===== src/verilog/msb_pkg.sv =====
package msb_pkg;
  // register byte offsets
  localparam logic [7:0] MSB_OFF_CTRL       = 8'h00;
  localparam logic [7:0] MSB_OFF_SON_WAIT   = 8'h04;
  localparam logic [7:0] MSB_OFF_SOFF_WAIT  = 8'h08;
  localparam logic [7:0] MSB_OFF_BRK_SPD    = 8'h0C;
  localparam logic [7:0] MSB_OFF_BRK_WAIT   = 8'h10;
  localparam logic [7:0] MSB_OFF_RB_TORQUE  = 8'h14;
  localparam logic [7:0] MSB_OFF_PIN_ASSIGN = 8'h18;
  localparam logic [7:0] MSB_OFF_STATUS     = 8'h1C;
  localparam logic [7:0] MSB_OFF_IRQ_STAT   = 8'h20;
  localparam logic [7:0] MSB_OFF_IRQ_MASK   = 8'h24;
  localparam logic [7:0] MSB_OFF_ALARM_RST  = 8'h28;

  // parameter limits and reset values
  localparam logic signed [15:0] MSB_SON_WAIT_MAX  = 16'sd2000;
  localparam logic signed [15:0] MSB_SON_WAIT_MIN  = -16'sd2000;
  localparam logic signed [15:0] MSB_SON_WAIT_RST  = 16'sd0;
  localparam logic [8:0]  MSB_SOFF_WAIT_MAX = 9'd500;
  localparam logic [8:0]  MSB_SOFF_WAIT_RST = 9'd0;
  localparam logic [6:0]  MSB_BRK_SPD_MIN   = 7'd10;
  localparam logic [6:0]  MSB_BRK_SPD_MAX   = 7'd100;
  localparam logic [6:0]  MSB_BRK_SPD_RST   = 7'd100;
  localparam logic [6:0]  MSB_BRK_WAIT_MIN  = 7'd10;
  localparam logic [6:0]  MSB_BRK_WAIT_MAX  = 7'd100;
  localparam logic [6:0]  MSB_BRK_WAIT_RST  = 7'd50;
  localparam logic [8:0]  MSB_RB_TRQ_MAX    = 9'd350;
  localparam logic [8:0]  MSB_RB_TRQ_RST    = 9'd300;
  localparam logic [3:0]  MSB_PIN_BRAKE     = 4'h4;
  localparam logic [7:0]  MSB_PIN_ASSIGN_RST = 8'h00;
  localparam logic [2:0]  MSB_G2_WARN_ONLY  = 3'd5;

  // field positions
  localparam int MSB_CTRL_SON_BIT   = 0;
  localparam int MSB_IRQ_STOP_START = 0;
  localparam int MSB_IRQ_BRAKE_ON   = 1;
  localparam int MSB_IRQ_WARNING    = 2;
  localparam int MSB_IRQ_STOP_DONE  = 3;
  localparam int MSB_IRQ_W          = 4;

  // timing: one timer tick is one millisecond
  localparam int MSB_CLK_KHZ      = 125000;
  localparam int MSB_TICK_MS      = 1;
  localparam int MSB_TICK_CYCLES  = MSB_CLK_KHZ * MSB_TICK_MS;
  localparam int MSB_UNIT_10MS    = 10;  // ticks per 10 ms unit
  localparam int MSB_CFG_SETTLE   = 2;   // edges before straps are caught

  // stop methods and post-stop states
  typedef enum logic [1:0] {
    MSB_STOP_DB    = 2'h0,
    MSB_STOP_COAST = 2'h1,
    MSB_STOP_RB    = 2'h2
  } msb_stop_t;

  typedef enum logic [1:0] {
    MSB_POST_COAST = 2'h0,
    MSB_POST_DB    = 2'h1,
    MSB_POST_ZC    = 2'h2
  } msb_post_t;

  typedef enum logic [5:0] {
    MSB_ST_IDLE  = 6'h01,
    MSB_ST_SON   = 6'h02,
    MSB_ST_RUN   = 6'h04,
    MSB_ST_SOFF  = 6'h08,
    MSB_ST_STOP  = 6'h10,
    MSB_ST_POST  = 6'h20
  } msb_state_t;
endpackage


===== src/verilog/msb_top.sv =====
// The implementer's own choices: the placing of the registers and the APB register port.
`timescale 1ns/1ns
`default_nettype none
// Behaviour
// RULE_01 - group-one, safe state, servo-off use group-one select
// RULE_02 - overtravel uses overtravel select
// RULE_03 - group-two alarms use group-two select
// RULE_04 - reverse brake forces zero speed reference and bypasses soft start
// RULE_05 - reverse brake torque capped by limit and motor maximum torque
// RULE_06 - group-two select 5 warns; alarm still needs manual reset
// RULE_07 - brake engages on servo-off or alarm
// RULE_08 - brake routed to a pair only when its field holds 4
// RULE_09 - stopped servo-off: brake at once, power off after wait
// RULE_10 - positive servo-on wait: brake release first
// RULE_11 - negative servo-on wait: power first
// RULE_12 - alarm removes power at once, servo-off wait ignored
// RULE_13 - running stop: brake when slow or wait elapsed
// RULE_14 - threshold 10..100 rpm default 100; wait 10..100 x10ms default 50
// RULE_15 - host waits 50 ms plus brake release before motion reference
// RULE_16 - zero clamp closes position loop at zero reference
// RULE_17 - stop selects caught at reset; other settings act when written
// RULE_18 - absolute speed compared against threshold
module msb_top
  import msb_pkg::*;
#(
  parameter int P_TICK_CYCLES = MSB_TICK_CYCLES,
  parameter int P_SPD_W       = 16
) (
  input  wire logic               i_clk,
  input  wire logic               i_rst_n,
  input  wire logic               i_ce,
  input  wire logic               i_psel,
  input  wire logic               i_penable,
  input  wire logic               i_pwrite,
  input  wire logic [7:0]         i_paddr,
  input  wire logic [31:0]        i_pwdata,
  output logic                    o_pready,
  output logic [31:0]             o_prdata,
  output logic                    o_pslverr,
  input  wire logic               i_alarm_group_one,
  input  wire logic               i_alarm_group_two,
  input  wire logic               i_safe_state,
  input  wire logic               i_overtravel,
  input  wire logic [1:0]         i_group_one_stop_select,
  input  wire logic [1:0]         i_overtravel_stop_select,
  input  wire logic [2:0]         i_group_two_stop_select,
  input  wire logic [P_SPD_W-1:0] i_motor_speed,
  input  wire logic [8:0]         i_motor_max_torque,
  output logic                    o_motor_power,
  output logic                    o_dynamic_brake,
  output logic                    o_reverse_brake,
  output logic                    o_speed_ref_zero,
  output logic                    o_soft_start_bypass,
  output logic [8:0]              o_torque_limit,
  output logic                    o_zero_clamp,
  output logic                    o_brake_release_out,
  output logic [1:0]              o_out_pin,
  output logic                    o_warning,
  output logic                    o_irq
);
  localparam int TW = 16;

  // pin synchronisers
  logic [4:0] pin_meta;
  logic [4:0] pin_sync;
  logic [6:0] sel_meta;
  logic [6:0] sel_sync;
  always_ff @(posedge i_clk or negedge i_rst_n) begin
    if (!i_rst_n) begin
      pin_meta <= '0;
      pin_sync <= '0;
      sel_meta <= '0;
      sel_sync <= '0;
    end else if (i_ce) begin
      pin_meta <= {i_alarm_group_one, i_alarm_group_two, i_safe_state,
                   i_overtravel, 1'b0};
      pin_sync <= pin_meta;
      sel_meta <= {i_group_two_stop_select, i_overtravel_stop_select,
                   i_group_one_stop_select};
      sel_sync <= sel_meta;
    end
  end
  wire logic alm1_s = pin_sync[4];
  wire logic alm2_s = pin_sync[3];
  wire logic safe_s = pin_sync[2];
  wire logic ot_s   = pin_sync[1];

  // RULE_17 straps caught once
  logic [1:0] cfg_cnt;
  logic       cfg_done;
  logic [1:0] g1_sel;
  logic [1:0] ot_sel;
  logic [2:0] g2_sel;
  always_ff @(posedge i_clk or negedge i_rst_n) begin
    if (!i_rst_n) begin
      cfg_cnt  <= '0;
      cfg_done <= 1'b0;
      g1_sel   <= '0;
      ot_sel   <= '0;
      g2_sel   <= '0;
    end else if (i_ce && !cfg_done) begin
      if (cfg_cnt == 2'(MSB_CFG_SETTLE)) begin
        cfg_done <= 1'b1;
        g1_sel   <= sel_sync[1:0];
        ot_sel   <= sel_sync[3:2];
        g2_sel   <= sel_sync[6:4];
      end else begin
        cfg_cnt <= cfg_cnt + 2'h1;
      end
    end
  end

  // register file
  logic                servo_on_cmd;
  logic signed [15:0]  son_wait;
  logic [8:0]          soff_wait;
  logic [6:0]          brk_spd;
  logic [6:0]          brk_wait;
  logic [8:0]          rb_trq;
  logic [7:0]          pin_assign;
  logic [MSB_IRQ_W-1:0] irq_stat;
  logic [MSB_IRQ_W-1:0] irq_mask;
  logic [MSB_IRQ_W-1:0] irq_ev;
  logic                alm1_lat;
  logic                alm2_lat;
  msb_state_t          state;
  msb_stop_t           stop_meth;
  msb_post_t           post_meth;

  wire logic acc_wr = i_psel && i_penable && o_pready && i_pwrite;
  wire logic signed [15:0] wd16 = i_pwdata[15:0];

  // RULE_14 clamped parameter writes
  always_ff @(posedge i_clk or negedge i_rst_n) begin
    if (!i_rst_n) begin
      servo_on_cmd <= 1'b0;
      son_wait     <= MSB_SON_WAIT_RST;
      soff_wait    <= MSB_SOFF_WAIT_RST;
      brk_spd      <= MSB_BRK_SPD_RST;
      brk_wait     <= MSB_BRK_WAIT_RST;
      rb_trq       <= MSB_RB_TRQ_RST;
      pin_assign   <= MSB_PIN_ASSIGN_RST;
      irq_mask     <= '0;
    end else if (i_ce && acc_wr) begin
      case (i_paddr)
        MSB_OFF_CTRL: servo_on_cmd <= i_pwdata[MSB_CTRL_SON_BIT];
        MSB_OFF_SON_WAIT:
          son_wait <= (wd16 > MSB_SON_WAIT_MAX) ? MSB_SON_WAIT_MAX :
                      (wd16 < MSB_SON_WAIT_MIN) ? MSB_SON_WAIT_MIN : wd16;
        MSB_OFF_SOFF_WAIT:
          soff_wait <= (i_pwdata[31:0] > 32'(MSB_SOFF_WAIT_MAX)) ?
                       MSB_SOFF_WAIT_MAX : i_pwdata[8:0];
        MSB_OFF_BRK_SPD:
          brk_spd <= (i_pwdata > 32'(MSB_BRK_SPD_MAX)) ? MSB_BRK_SPD_MAX :
                     (i_pwdata < 32'(MSB_BRK_SPD_MIN)) ? MSB_BRK_SPD_MIN :
                     i_pwdata[6:0];
        MSB_OFF_BRK_WAIT:
          brk_wait <= (i_pwdata > 32'(MSB_BRK_WAIT_MAX)) ? MSB_BRK_WAIT_MAX :
                      (i_pwdata < 32'(MSB_BRK_WAIT_MIN)) ? MSB_BRK_WAIT_MIN :
                      i_pwdata[6:0];
        MSB_OFF_RB_TORQUE:
          rb_trq <= (i_pwdata > 32'(MSB_RB_TRQ_MAX)) ? MSB_RB_TRQ_MAX :
                    i_pwdata[8:0];
        MSB_OFF_PIN_ASSIGN: pin_assign <= i_pwdata[7:0];
        MSB_OFF_IRQ_MASK:   irq_mask <= i_pwdata[MSB_IRQ_W-1:0];
        default: ;
      endcase
    end
  end

  // RULE_06 alarms latch until manual reset, set wins
  wire logic alm_rst_wr = acc_wr && (i_paddr == MSB_OFF_ALARM_RST);
  always_ff @(posedge i_clk or negedge i_rst_n) begin
    if (!i_rst_n) begin
      alm1_lat <= 1'b0;
      alm2_lat <= 1'b0;
    end else if (i_ce) begin
      alm1_lat <= alm1_s || (alm1_lat && !(alm_rst_wr && i_pwdata[0]));
      alm2_lat <= alm2_s || (alm2_lat && !(alm_rst_wr && i_pwdata[1]));
    end
  end

  // sticky status, write one to clear, set wins
  wire logic stat_wr = acc_wr && (i_paddr == MSB_OFF_IRQ_STAT);
  always_ff @(posedge i_clk or negedge i_rst_n) begin
    if (!i_rst_n) begin
      irq_stat <= '0;
      o_irq    <= 1'b0;
    end else if (i_ce) begin
      irq_stat <= irq_ev |
                  (irq_stat & ~(stat_wr ? i_pwdata[MSB_IRQ_W-1:0] : '0));
      o_irq    <= |(irq_stat & irq_mask);
    end
  end

  // apb answer, one cycle after setup
  logic [31:0] rd_data;
  logic        rd_err;
  always_comb begin
    rd_data = 32'h0;
    rd_err  = 1'b0;
    case (i_paddr)
      MSB_OFF_CTRL:       rd_data = {31'h0, servo_on_cmd};
      MSB_OFF_SON_WAIT:   rd_data = 32'(son_wait);
      MSB_OFF_SOFF_WAIT:  rd_data = {23'h0, soff_wait};
      MSB_OFF_BRK_SPD:    rd_data = {25'h0, brk_spd};
      MSB_OFF_BRK_WAIT:   rd_data = {25'h0, brk_wait};
      MSB_OFF_RB_TORQUE:  rd_data = {23'h0, rb_trq};
      MSB_OFF_PIN_ASSIGN: rd_data = {24'h0, pin_assign};
      MSB_OFF_STATUS:
        rd_data = {10'h0, g2_sel, ot_sel, g1_sel, post_meth, stop_meth,
                   o_warning, alm2_lat, alm1_lat, o_brake_release_out,
                   o_motor_power, state};
      MSB_OFF_IRQ_STAT:   rd_data = {28'h0, irq_stat};
      MSB_OFF_IRQ_MASK:   rd_data = {28'h0, irq_mask};
      MSB_OFF_ALARM_RST:  rd_data = 32'h0;
      default:            rd_err  = 1'b1;
    endcase
  end

  always_ff @(posedge i_clk or negedge i_rst_n) begin
    if (!i_rst_n) begin
      o_pready  <= 1'b0;
      o_prdata  <= 32'h0;
      o_pslverr <= 1'b0;
    end else if (i_ce) begin
      o_pready  <= i_psel && !i_penable;
      o_prdata  <= (i_psel && !i_penable && !i_pwrite) ? rd_data : 32'h0;
      o_pslverr <= i_psel && !i_penable && rd_err;
    end
  end

  // millisecond tick
  logic [31:0] pre_cnt;
  logic        tick;
  always_ff @(posedge i_clk or negedge i_rst_n) begin
    if (!i_rst_n) begin
      pre_cnt <= '0;
      tick    <= 1'b0;
    end else if (i_ce) begin
      tick    <= (pre_cnt == 32'(P_TICK_CYCLES - 1));
      pre_cnt <= (pre_cnt == 32'(P_TICK_CYCLES - 1)) ? '0 : pre_cnt + 32'h1;
    end
  end

  logic          tmr_load;
  logic [TW-1:0] tmr_val;
  logic          tmr_exp;
  msb_timer #(.W(TW)) u_timer (
    .i_clk      (i_clk),
    .i_rst_n    (i_rst_n),
    .i_ce       (i_ce),
    .i_tick     (tick),
    .i_load     (tmr_load),
    .i_load_val (tmr_val),
    .o_expired  (tmr_exp)
  );

  // RULE_18 absolute speed against threshold
  wire logic signed [P_SPD_W:0] spd_ext = {i_motor_speed[P_SPD_W-1],
                                          i_motor_speed};
  wire logic [P_SPD_W:0] spd_abs = spd_ext[P_SPD_W] ? P_SPD_W'(0) - spd_ext
                                                    : spd_ext;
  wire logic slow = spd_abs < (P_SPD_W+1)'(brk_spd);

  // causes; group-two select 5 only warns
  wire logic c_g1   = alm1_lat || safe_s;
  wire logic g2_wrn = (g2_sel == MSB_G2_WARN_ONLY);
  wire logic c_g2   = alm2_lat && !g2_wrn;
  wire logic c_ot   = ot_s;
  wire logic c_any  = c_g1 || c_g2 || c_ot || !servo_on_cmd;

  // method decode for the highest cause
  msb_stop_t sel_stop;
  msb_post_t sel_post;
  always_comb begin
    sel_stop = MSB_STOP_DB;
    sel_post = MSB_POST_COAST;
    if (c_g2 && !c_g1) begin
      // RULE_03 group-two table
      case (g2_sel)
        3'd1: sel_post = MSB_POST_DB;
        3'd2: sel_stop = MSB_STOP_COAST;
        3'd3: begin sel_stop = MSB_STOP_RB; sel_post = MSB_POST_DB; end
        3'd4: sel_stop = MSB_STOP_RB;
        default: ;
      endcase
    end else if (c_ot && !c_g1) begin
      // RULE_02 overtravel table
      case (ot_sel)
        2'd1: sel_post = MSB_POST_DB;
        2'd2: begin sel_stop = MSB_STOP_RB; sel_post = MSB_POST_ZC; end
        2'd3: sel_stop = MSB_STOP_RB;
        default: ;
      endcase
    end else begin
      // RULE_01 group-one, safe state and servo-off table
      case (g1_sel)
        2'd1: sel_post = MSB_POST_DB;
        2'd2: sel_stop = MSB_STOP_COAST;
        default: ;
      endcase
    end
  end

  // overtravel alone keeps the brake free
  wire logic brk_cause = c_g1 || c_g2 || !servo_on_cmd;
  wire logic [TW-1:0] son_mag = son_wait[15] ? TW'(-son_wait)
                                             : TW'(son_wait);

  // sequencer, brake release and power
  logic power;
  logic brake_rel;
  logic soff_alarm;
  always_ff @(posedge i_clk or negedge i_rst_n) begin
    if (!i_rst_n) begin
      state     <= MSB_ST_IDLE;
      stop_meth <= MSB_STOP_DB;
      post_meth <= MSB_POST_COAST;
      power     <= 1'b0;
      brake_rel <= 1'b0;
      tmr_load  <= 1'b0;
      tmr_val   <= '0;
      irq_ev    <= '0;
    end else if (i_ce) begin
      tmr_load <= 1'b0;
      irq_ev   <= '0;
      irq_ev[MSB_IRQ_WARNING] <= alm2_s && !alm2_lat && g2_wrn;
      case (state)
        MSB_ST_IDLE: begin
          power     <= 1'b0;
          brake_rel <= 1'b0;
          if (cfg_done && !c_any) begin
            state    <= MSB_ST_SON;
            tmr_load <= 1'b1;
            tmr_val  <= son_mag;
            // RULE_10 positive wait releases first
            brake_rel <= !son_wait[15];
            // RULE_11 negative wait powers first
            power     <= son_wait[15];
          end
        end
        MSB_ST_SON: begin
          if (c_any) begin
            state     <= MSB_ST_STOP;
            stop_meth <= sel_stop;
            post_meth <= sel_post;
            power     <= (sel_stop == MSB_STOP_RB);
            tmr_load  <= 1'b1;
            tmr_val   <= TW'(brk_wait) * TW'(MSB_UNIT_10MS);
            irq_ev[MSB_IRQ_STOP_START] <= 1'b1;
          end else if (tmr_exp && !tmr_load) begin
            power     <= 1'b1;
            brake_rel <= 1'b1;
            state     <= MSB_ST_RUN;
          end
        end
        MSB_ST_RUN: begin
          if (!servo_on_cmd && !c_g1 && !c_g2 && !c_ot && slow) begin
            // RULE_09 stopped servo-off: brake now, power later
            state     <= MSB_ST_SOFF;
            brake_rel <= 1'b0;
            tmr_load  <= 1'b1;
            tmr_val   <= TW'(soff_wait) * TW'(MSB_UNIT_10MS);
            irq_ev[MSB_IRQ_BRAKE_ON] <= brake_rel;
          end else if (c_any) begin
            // RULE_13 start the stop
            state     <= MSB_ST_STOP;
            stop_meth <= sel_stop;
            post_meth <= sel_post;
            power     <= (sel_stop == MSB_STOP_RB);
            tmr_load  <= 1'b1;
            tmr_val   <= TW'(brk_wait) * TW'(MSB_UNIT_10MS);
            irq_ev[MSB_IRQ_STOP_START] <= 1'b1;
          end
        end
        MSB_ST_SOFF: begin
          if (c_g1 || c_g2) begin
            // RULE_12 alarm drops power at once
            power <= 1'b0;
            state <= MSB_ST_IDLE;
          end else if (tmr_exp && !tmr_load) begin
            power <= 1'b0;
            state <= MSB_ST_IDLE;
          end
        end
        MSB_ST_STOP: begin
          // RULE_07 brake engages for servo-off or alarm
          if (brk_cause && brake_rel && (slow || (tmr_exp && !tmr_load))) begin
            brake_rel <= 1'b0;
            irq_ev[MSB_IRQ_BRAKE_ON] <= 1'b1;
          end
          if (slow) begin
            state <= MSB_ST_POST;
            power <= (post_meth == MSB_POST_ZC);
            irq_ev[MSB_IRQ_STOP_DONE] <= 1'b1;
          end
        end
        MSB_ST_POST: begin
          if (brk_cause && brake_rel) begin
            brake_rel <= 1'b0;
            irq_ev[MSB_IRQ_BRAKE_ON] <= 1'b1;
          end
          if (!c_g1 && !c_g2 && !c_ot) begin
            state <= (post_meth == MSB_POST_ZC && servo_on_cmd) ?
                     MSB_ST_RUN : MSB_ST_IDLE;
          end
        end
        default: state <= MSB_ST_IDLE;
      endcase
    end
  end

  // registered drive outputs
  wire logic rb_act = (state == MSB_ST_STOP) && (stop_meth == MSB_STOP_RB);
  wire logic [8:0] rb_lim = (rb_trq < i_motor_max_torque) ? rb_trq
                                                         : i_motor_max_torque;
  always_ff @(posedge i_clk or negedge i_rst_n) begin
    if (!i_rst_n) begin
      o_motor_power       <= 1'b0;
      o_dynamic_brake     <= 1'b0;
      o_reverse_brake     <= 1'b0;
      o_speed_ref_zero    <= 1'b0;
      o_soft_start_bypass <= 1'b0;
      o_torque_limit      <= '0;
      o_zero_clamp        <= 1'b0;
      o_brake_release_out <= 1'b0;
      o_out_pin           <= '0;
      o_warning           <= 1'b0;
    end else if (i_ce) begin
      o_motor_power   <= power;
      o_dynamic_brake <= ((state == MSB_ST_STOP) &&
                          (stop_meth == MSB_STOP_DB)) ||
                         ((state == MSB_ST_POST) &&
                          (post_meth == MSB_POST_DB)) ||
                         ((state == MSB_ST_IDLE) && (g1_sel == 2'd1));
      o_reverse_brake <= rb_act;
      // RULE_04 zero reference, no soft start
      o_speed_ref_zero    <= rb_act;
      o_soft_start_bypass <= rb_act;
      // RULE_05 reverse brake torque cap
      o_torque_limit <= rb_act ? rb_lim : i_motor_max_torque;
      // RULE_16 position loop held at zero reference
      o_zero_clamp <= (state == MSB_ST_POST) && (post_meth == MSB_POST_ZC);
      o_brake_release_out <= brake_rel;
      // RULE_08 routed where field is 4
      o_out_pin[0] <= (pin_assign[3:0] == MSB_PIN_BRAKE) && brake_rel;
      o_out_pin[1] <= (pin_assign[7:4] == MSB_PIN_BRAKE) && brake_rel;
      // RULE_06 held group-two warning
      o_warning <= alm2_lat && g2_wrn;
    end
  end
endmodule
`default_nettype wire


===== src/verilog/msb_timer.sv =====
`timescale 1ns/1ns
`default_nettype none
// millisecond down counter, expired at zero
module msb_timer #(
  parameter int W = 16
) (
  input  wire logic         i_clk,
  input  wire logic         i_rst_n,
  input  wire logic         i_ce,
  input  wire logic         i_tick,
  input  wire logic         i_load,
  input  wire logic [W-1:0] i_load_val,
  output logic              o_expired
);
  logic [W-1:0] count;

  // load wins over a tick in the same cycle
  always_ff @(posedge i_clk or negedge i_rst_n) begin
    if (!i_rst_n) begin
      count <= '0;
    end else if (i_ce) begin
      if (i_load) begin
        count <= i_load_val;
      end else if (i_tick && count != '0) begin
        count <= count - 1'b1;
      end
    end
  end

  assign o_expired = (count == '0);
endmodule
`default_nettype wire


===== config.mk =====
export PLATFORM = sky130hd
export DESIGN_NAME = msb_top
export DESIGN_NICKNAME = d
export VERILOG_FILES = /design/src/verilog/msb_pkg.sv /design/src/verilog/msb_top.sv /design/src/verilog/msb_timer.sv
export SDC_FILE = /design/constraint.sdc
export NUM_CORES = 1
export LEC_CHECK = 0
export BUFFER_PORTS_ARGS = -buffer_cell sky130_fd_sc_hd__buf_2
export CELL_PAD_IN_SITES_DETAIL_PLACEMENT = 1
export CELL_PAD_IN_SITES_GLOBAL_PLACEMENT = 1
export CORE_ASPECT_RATIO = 1.2
export CORE_MARGIN = 2
export CORE_UTILIZATION = 46
export CTS_CLUSTER_SIZE = 12
export DETAILED_ROUTE_END_ITERATION = 10
export PLACE_DENSITY = 0.8
export RECOVER_POWER = 100
export SYNTH_ARGS = -nofsm -noshare
export SYNTH_HDL_FRONTEND = slang
export SYNTH_SLANG_ARGS = --single-unit

===== constraint.sdc =====
create_clock -name i_clk -period 3.28 [get_ports i_clk]
set_input_delay 0.164 -clock i_clk [delete_from_list [all_inputs] [get_ports i_clk]]
set_output_delay 0.164 -clock i_clk [all_outputs]
set_load 0.01 [all_outputs]

==> summary.md, run 1 <==
| Metric | Value |
|---|---|
| Met1 usage | `between 30 and 40%` |
| Mapped cell area | `0.0126 mm^2` |
| Cts repair resizes | `0` |
| Worst r2r src | `u_timer.count[8]` |
| Compound-Gate Fraction of Synth Area | `between 15 and 20%` |
| Met2 Usage GRT | `between 50% and 60%` |
| Clk_lat worst skew | `0.55 ns` |
| Final Max Slew Viols | `176` |
| CP startpoint kind | `flip-flop` |
| GRT Total Usage | `29.6%` |
| Antenna viol nets, final | `0` |
| Die width | `about 160 um` |
| Die area | `between 0.02 and 0.03 mm^2` |
| Max Cap Viol | `4` |
| CTS Sinks | `around 220` |
| Synth Instances | `between 1k and 1.5k` |
| Met3 global-route usage | `3.42%` |
| Relative slew slack | `-51.9%` |
| HP Class | `in -> reg` |
| Mux contribution to synthesized area | `roughly 4.4%` |
| Synth Flop Type | `dfrtp_1` |
| Setup Viol. Count Final | `0` |
| Final std cell area, no fill | `between 0.01 and 0.015 mm^2` |
| Yosys warns | `0` |
| Grt total ovfl | `0` |
| Post-DP Area | `0.0137 mm^2` |
| Critical path required time | `approximately 3.7 ns` |
| Final Critical Period | `3.08 ns` |
| Post-Synth XOR/XNOR Area | `3.88%` |
| WHS Endpoint | `o_torque_limit[4]` |
| Adder-cell share of the synthesized area | `4.67%` |
| I/O pin total | `between 100 and 150` |
| I/O Buffers | `about 140` |
| Peak supply drop | `around 300 uV` |
| Drc violations | `0` |
| Slew @ Worst Pin | `roughly 2.3 ns` |
| Largest fanout on the critical path | `5` |
| Simple-Gate Fraction of Synth Area | `a little under a fifth` |
| Area Overhead vs Synth | `16.9%` |
| Reg2Reg Depth | `7` |
| Synth cell types | `between 80 and 90` |
| Power density over cell area | `about 550 mW/mm^2` |
| Post-synth EDFFs | `0` |
| Max Fclk | `between 300 and 400 MHz` |
| Vias in the first global route | `between 10k and 15k` |
| Sequential area share after synthesis | `44.5%` |
| Synth Area per Inst | `between 9 and 10 um^2` |
| CTS max path bufs | `3` |
| Vias per inst | `about 6.2` |
| H-tree depth | `1` |
| DRT iter0 DRCs | `between 800 and 900` |
| Largest family of logic cells by synthesized area | `compound AO/OA/AOI/OAI gates` |
| Startpoint of the worst hold path | `i_motor_max_torque[4]` |
| CTS tree | `yes` |
| Status | `complete, but fails checks` |
| Antenna violations before repair | `0` |
| Via count | `between 10k and 15k` |
| Failing checks | `hold timing, capacitance limit, slew limit` |
| Layout cell share with drive strength beyond 1 | `between 10% and 20%` |
| Number of post-CTS setup repair buffers | `0` |
| Async SR Flop Fraction | `100%` |
| Largest net degree at the start of global routing | `90` |
| Period Utilization, post-route | `between 90 and 100%` |
| First-pass GRT wire length | `around 68000 um` |
| Die Y | `186 um` |
| Worst setup EP type | `flip-flop` |
| Fillcell total | `around 3.2k` |
| CTS clock-pin slew for the worst setup and hold paths | `0.06 ns` |
| Core Footprint | `around 0.027 mm^2` |
| Cts hold-fix bufs | `31` |
| Post-Layout Cell Count | `1841` |
| Final wirelength | `42200 um` |
| Dpl hpwl | `around 31000 um` |
| DP Cell Count | `roughly 1.8k` |
| Worst reg2reg setup slack | `between 0.2 and 0.25 ns` |
| Clk root buf | `clkbuf_16` |
| TritonCTS buffer count | `26` |
| Total negative slack | `0 ns` |
| Row cnt | `66` |
| GP Congestion | `about 0.92` |
| Seq cells post-synth | `224` |
| WP data arrival | `about 3.5 ns` |
| Antenna diodes | `0` |
| Pleak | `around 6.5 nW` |
| Clock Skews | `0.0168 ns` |
| First drt pass iteration count | `6` |
| RSZ-0062 raised after global routing | `no` |
| Critical path class | `reg -> reg` |
| Gr busiest metal | `met2` |
| Hold WS | `-0.00373 ns` |
| Nets@finish | `1609` |
| R2r endpoint | `state[2]` |
| Final Hold Fails | `1` |
| Mapped Nets | `1457` |
| Initial Util | `roughly 47%` |
| Hold path cells | `4` |
| WL per Instance | `~23 um` |
per-stage QoR:
| stage | total power, W | util [%] | worst slack [ns] | hold slack [ns] |
|---|---|---|---|---|
| floorplan | 0.00432 | - | 0.202 | -0.132 |
| global placement | 0.00478 | 50.5 | 0.110 | 0.215 |
| detailed placement | 0.00488 | 50.5 | -0.122 | 0.225 |
| CTS | 0.00812 | 55.1 | 0.257 | 0.000242 |
| global route | 0.00846 | 54.6 | 0.0422 | 0.0225 |
| finish | 0.00808 | 54.6 | 0.201 | -0.00373 |
registers in the layout, summed over array words and instances (netlist names), 8 cells and up:
| register | cells |
|---|---|
| u_timer.count | 16 |
| soff_wait | 9 |
| son_wait | 16 |
| o_prdata | 23 |
| pre_cnt | 32 |
| tmr_val | 16 |
| rb_trq | 9 |
| o_torque_limit | 9 |
| pin_assign | 8 |
synthesized netlist by cell type, drive strengths merged (11+ instances only):
master | count | area share [%]
nor2 | 100 | 3.0
a22oi | 32 | 1.9
xor2 | 31 | 2.1
o22a | 15 | 1.0
mux2 | 49 | 4.4
nand2 | 124 | 3.7
nor2b | 16 | 0.79
o21ai | 105 | 4.2
xnor2 | 25 | 1.7
nand3 | 52 | 2.1
nand4 | 16 | 0.84
nor4 | 24 | 1.3
and3 | 16 | 0.79
o2bb2ai | 28 | 1.9
nor3 | 29 | 1.2
o2111ai | 13 | 0.90
dfstp | 11 | 2.3
ha | 44 | 4.4
clkbuf | 57 | 1.7
inv | 58 | 1.7
buf | 17 | 0.96
nand2b | 11 | 0.54
dfrtp | 213 | 42
a21oi | 51 | 2.0
or3 | 15 | 0.74
worst max-delay path, stage by stage (launching register included):
cell	delay, ns
dfrtp_1	0.41
or4_1	0.61
nor4_2	0.39
nand4b_1	0.34
a31oi_1	0.33
o221a_2	0.30
o21a_1	0.24
mux2_2	0.36
kinds of logic (layout without fill, tap and decap cells):
logic type,Yosys count,count (layout)
AOI/OAI and AO/OA,364,364
buffers and inverters,133,305
adders and majority gates,46,46
muxes,50,50
DFF,224,224
and+or+nand+nor,456,456
xor gates and xnor gates,56,56
power by group:
group	leakage, nW	switching, W	internal [W]
Clock	0.462	0.00125	0.00195
Combinational	3.15	0.000868	0.000591
Sequential	2.90	0.000350	0.00307
metal layers:
| layer | up-vias | routed length [um] | part of all wire, % |
|---|---|---|---|
| li1 | 5197 | - | - |
| met1 | 5788 | 17100 | 40 |
| met4 | 0 | 1930 | 4.6 |
| met3 | 107 | 2000 | 4.7 |
| met2 | 361 | 21200 | 50 |
| met5 | - | 0 | 0 |
final cells by class:
cell class | count | area, um^2 | share of cell area, %
Multi-Input combinational cell | 972 | 6450 | 43.6
Clock buffer | 36 | 728 | 4.93
Clock inverter | 12 | 214 | 1.45
Tap cell | 340 | 425 | 2.88
Timing Repair Buffer | 198 | 1120 | 7.60
Inverter | 59 | 221 | 1.50
Sequential cell | 224 | 5620 | 38.0
worst max path at each step:
stage / cells after the start / start / endpoint / slack [ns]
2_1_floorplan: 14 / i_motor_speed[1] / tmr_val[3] / 0.20
3_3_place_gp: 13 / i_motor_speed[1] / tmr_val[3] / 0.11
3_5_place_dp: 13 / i_motor_speed[1] / tmr_val[3] / -0.12
4_1_cts: 7 / u_timer.count[8] / state[2] / 0.26
5_1_grt: 3 / i_rst_n / son_wait[8] / 0.04
6_report: 7 / u_timer.count[8] / state[2] / 0.20
cells in the final DEF, fill, tap and decap left out, types with 31 or more instances in the layout:
cell type / synthesis / routed
inv_1: 58 / 58
dlygate4sd3_1: 0 / 31
dfrtp_1: 213 / 213
a22oi_1: 32 / 32
ha_1: 44 / 44
nand3_1: 52 / 52
nor2_1: 100 / 100
o21ai_0: 103 / 103
clkbuf_1: 57 / 71
mux2_2: 45 / 44
buf_2: 1 / 77
a21oi_1: 51 / 51
nand2_1: 124 / 124
xor2_1: 31 / 31
No activity file was read; power rests on OpenSTA's default activity.
==> run 2: changes to the inputs <==
Settings changed: CORE_UTILIZATION 46 to 48, CTS_BUF_LIST from default to sky130_fd_sc_hd__clkbuf_2, PLACE_DENSITY 0.8 to 0.83.
==> run 2 against run 1 <==
Net effect: the flow finishes with violations (capacitance limit, slew limit, setup timing); sequential cell count unchanged; first-iteration DRC count rose by 6.2%; routed wire length up 14%; cell area grew 0.24%; setup slack worse by 0.32 ns; clock-buffer cell count increased by 59; non-clock buffer count rose by 46; clock skew increased by 0.11 ns; core utilization rose by 2.2 points; clock power decreased by 36%; sequential share of layout area fell by 0.090 points; largest power group unchanged.
==> summary.md, run 2 (synthesized netlist as in run 1, its figures left out) <==
| Metric | Value |
|---|---|
| Post-route setup slack | `-0.124 ns (-0.325 ns)` |
| Fillcell total | `3057 (-3.6%)` |
| Failing checks | `capacitance limit, slew limit, setup timing` |
| Crit path buffers/inverters | `4 (+4)` |
| Clk_lat worst skew | `0.97 ns (+0.42 ns)` |
| Clk root buf | `clkbuf_2` |
| Crit-path most repeated cell | `dlygate4sd3_1` |
| Grt total ovfl | `0 (unchanged)` |
| Drc violations | `0 (unchanged)` |
| Status | `complete, but fails checks` |
| Final wirelength | `48100 um (+14%)` |
| I/O Buffers | `135 (unchanged)` |
| Layout cell share with drive strength beyond 1 | `17.4% (+2.9 points)` |
| Worst setup EP type | `flip-flop` |
| I/O pin total | `136 (unchanged)` |
| Setup WS pre-CTS | `0.0199 ns (+0.142 ns)` |
| Setup crit start | `i_paddr[5]` |
| Total negative slack | `-0.209 ns (-0.209 ns)` |
| Nets@finish | `1686 (+4.8%)` |
| Worst setup path endpoint | `soff_wait[7]` |
| Die Y | `182 um (-2.1%)` |
| Worst r2r src | `state[3]` |
| Max Fclk | `294 MHz (-9.5%)` |
| Relative slew slack | `-57.4% (-5.5 points)` |
| CTS clock-pin slew for the worst setup and hold paths | `0.12 ns (+0.06 ns)` |
| Worst reg2reg setup slack | `0.18 ns (-0.02 ns)` |
| GP Congestion | `0.929 (+0.93%)` |
| Initial Util | `48.4% (+1.8 points)` |
| WP data arrival | `4.21 ns (+0.70 ns)` |
| DP Cell Count | `1763 (+0.057%)` |
| Number of post-CTS setup repair buffers | `0 (unchanged)` |
| Final Critical Period | `3.40 ns (+0.325 ns)` |
| Vias in the first global route | `13.3k (+9.4%)` |
| Slew @ Worst Pin | `2.36 ns (+0.0828 ns)` |
| First-pass GRT wire length | `75500 um (+12%)` |
| WL per Instance | `24.7 um (+7.9%)` |
| Largest regs | `pre_cnt: 32 flops, o_prdata: 23 flops` |
| Max reg flops | `32 (unchanged)` |
| Core Footprint | `0.0261 mm^2 (-3.6%)` |
| Critical path class | `in -> reg` |
| HP Class | `in -> reg` |
| Critical path depth | `9 (+2)` |
| CP Cell Sequence | `dlygate4sd3_1, buf_2, nor3_1, dlygate4sd3_1, nand2b_1, nor4_1, o311ai_1, o22a_1, dlygate4sd3_1` |
| H-tree depth | `2 (+1)` |
| CP peak stage delay | `0.86 ns (+0.25 ns)` |
| Clock Skews | `0.129 ns (+0.113 ns)` |
| TritonCTS buffer count | `57 (+120%)` |
| Reg2Reg Depth | `8 (+1)` |
| R2r endpoint | `tmr_val[4]` |
| Slowest-stage cell, CP | `nor4_1` |
| Commonest non-fill, non-tap cell in the layout | `dfrtp_1` |
| Antenna viol nets, final | `0 (unchanged)` |
| Total power | `0.00703 W (-13%)` |
| Reg with most FFs | `pre_cnt` |
| Dpl hpwl | `31000 um (+0.53%)` |
| CTS tree | `yes` |
| Largest net degree at the start of global routing | `97 (+7.8%)` |
| Period Utilization, post-route | `104% (+9.9 points)` |
| Via count | `12.3k (+7.8%)` |
| Hold WS | `0.0348 ns (+0.0385 ns)` |
| CP top delay family | `buffers and inverters` |
| Largest fanout on the critical path | `8 (+3)` |
| Post-Layout Cell Count | `1946 (+5.7%)` |
| CP startpoint kind | `primary input` |
| DRT iter0 DRCs | `897 (+6.2%)` |
| Die area | `0.0277 mm^2 (-4.1%)` |
| Peak supply drop | `267 uV (-11%)` |
| Max Cap Viol | `3 (-1)` |
| CTS max path bufs | `3 (unchanged)` |
| RSZ-0062 raised after global routing | `no` |
| GRT Total Usage | `34.6% (+5.0 points)` |
| Area Overhead vs Synth | `17.2%` |
| First drt pass iteration count | `8 (+2)` |
| Row cnt | `65 (-1.5%)` |
| Setup Viol. Count Final | `2 (+2)` |
| Vias per inst | `6.34 (+2.0%)` |
| Most frequent cells in the layout | `dfrtp_1 (213), nand2_1 (124), o21ai_0 (104), nor2_1 (100), clkbuf_2 (99)` |
| Antenna violations before repair | `4 (+4)` |
| Die width | `152 um (-2.1%)` |
| Pleak | `6.67 nW (+2.4%)` |
| Final Max Slew Viols | `163 (-7.4%)` |
| Final Hold Fails | `0 (-1)` |
| Power density over cell area | `475 mW/mm^2 (-13%)` |
| Critical path required time | `4.09 ns (+0.38 ns)` |
| CTS Sinks | `224 (unchanged)` |
-- run 2: changes by cell type in the layout (fill, tap and decap cells not counted), moves of 5 or more --
| cell | delta |
|---|---|
| buf_4 | +8 |
| bufinv_16 | -5 |
| clkbuf_16 | -26 |
| clkbuf_2 | +92 |
| clkinv_1 | +10 |
| dlygate4sd3_1 | +39 |
-- run 2: cell type report --
class | instances | area [um^2] | share of cell area (%)
Multi-Input combinational cell | 972 | 6460 | 43.6
Sequential cell | 224 | 5620 | 37.9
Timing Repair Buffer | 244 | 1550 | 10.5
Clock buffer | 95 | 475 | 3.21
Tap cell | 335 | 419 | 2.83
Inverter | 59 | 221 | 1.50
Clock inverter | 13 | 56.3 | 0.380
Antenna cell | 4 | 10.0 | 0.0676
-- run 2: where the power goes --
part / switching, W / total [W] / internal [W]
clock: 0.00130 / 0.00206 / 0.000762
combinational: 0.000923 / 0.00154 / 0.000621
sequential: 0.000365 / 0.00343 / 0.00306
total: 0.00258 / 0.00703 / 0.00445
-- run 2: worst min-delay path, delay by kind of cell --
family / cells / cell delay [ns]
buf+inv: 2 / 0.61
mux: 1 / 0.13
-- run 2: worst min path at each step --
stage,startpoint,end,slack (ns),cells past startpoint
finish,i_safe_state,pin_meta[2],0.03,3
global route,i_alarm_group_two,pin_meta[3],0.02,3
CTS,i_paddr[0],son_wait[0],0.006,6
detailed placement,i_rst_n,pre_cnt[25],0.27,1
global placement,i_rst_n,pre_cnt[29],0.26,1
floorplan,i_rst_n,alm1_lat,-0.13,0
-- run 2: layer usage --
metal  part of all wire [%]  wire length [um]  GRT usage [%]
met5                      0                 0              0
met4                    7.5              3590           22.4
met3                    6.7              3230           6.61
met2                     50             23900           60.7
met1                     36             17400           38.3
-- run 2: what timing repair did --
action / in CTS / in global routing
endpoints found under the setup margin: 0 / 3
hold buffers: 71 / 0
gates resized for setup: 0 / 1
endpoints found under the hold margin: 350 / 0
-- run 2: through the flow --
stage / utilization, % / instance area [um^2]
2_1_floorplan: - / 12600
3_3_place_gp: 52.5 / 13700
3_5_place_dp: 52.5 / 13700
4_1_cts: 57.4 / 15000
5_1_grt: 56.7 / 14800
6_report: 56.7 / 14800
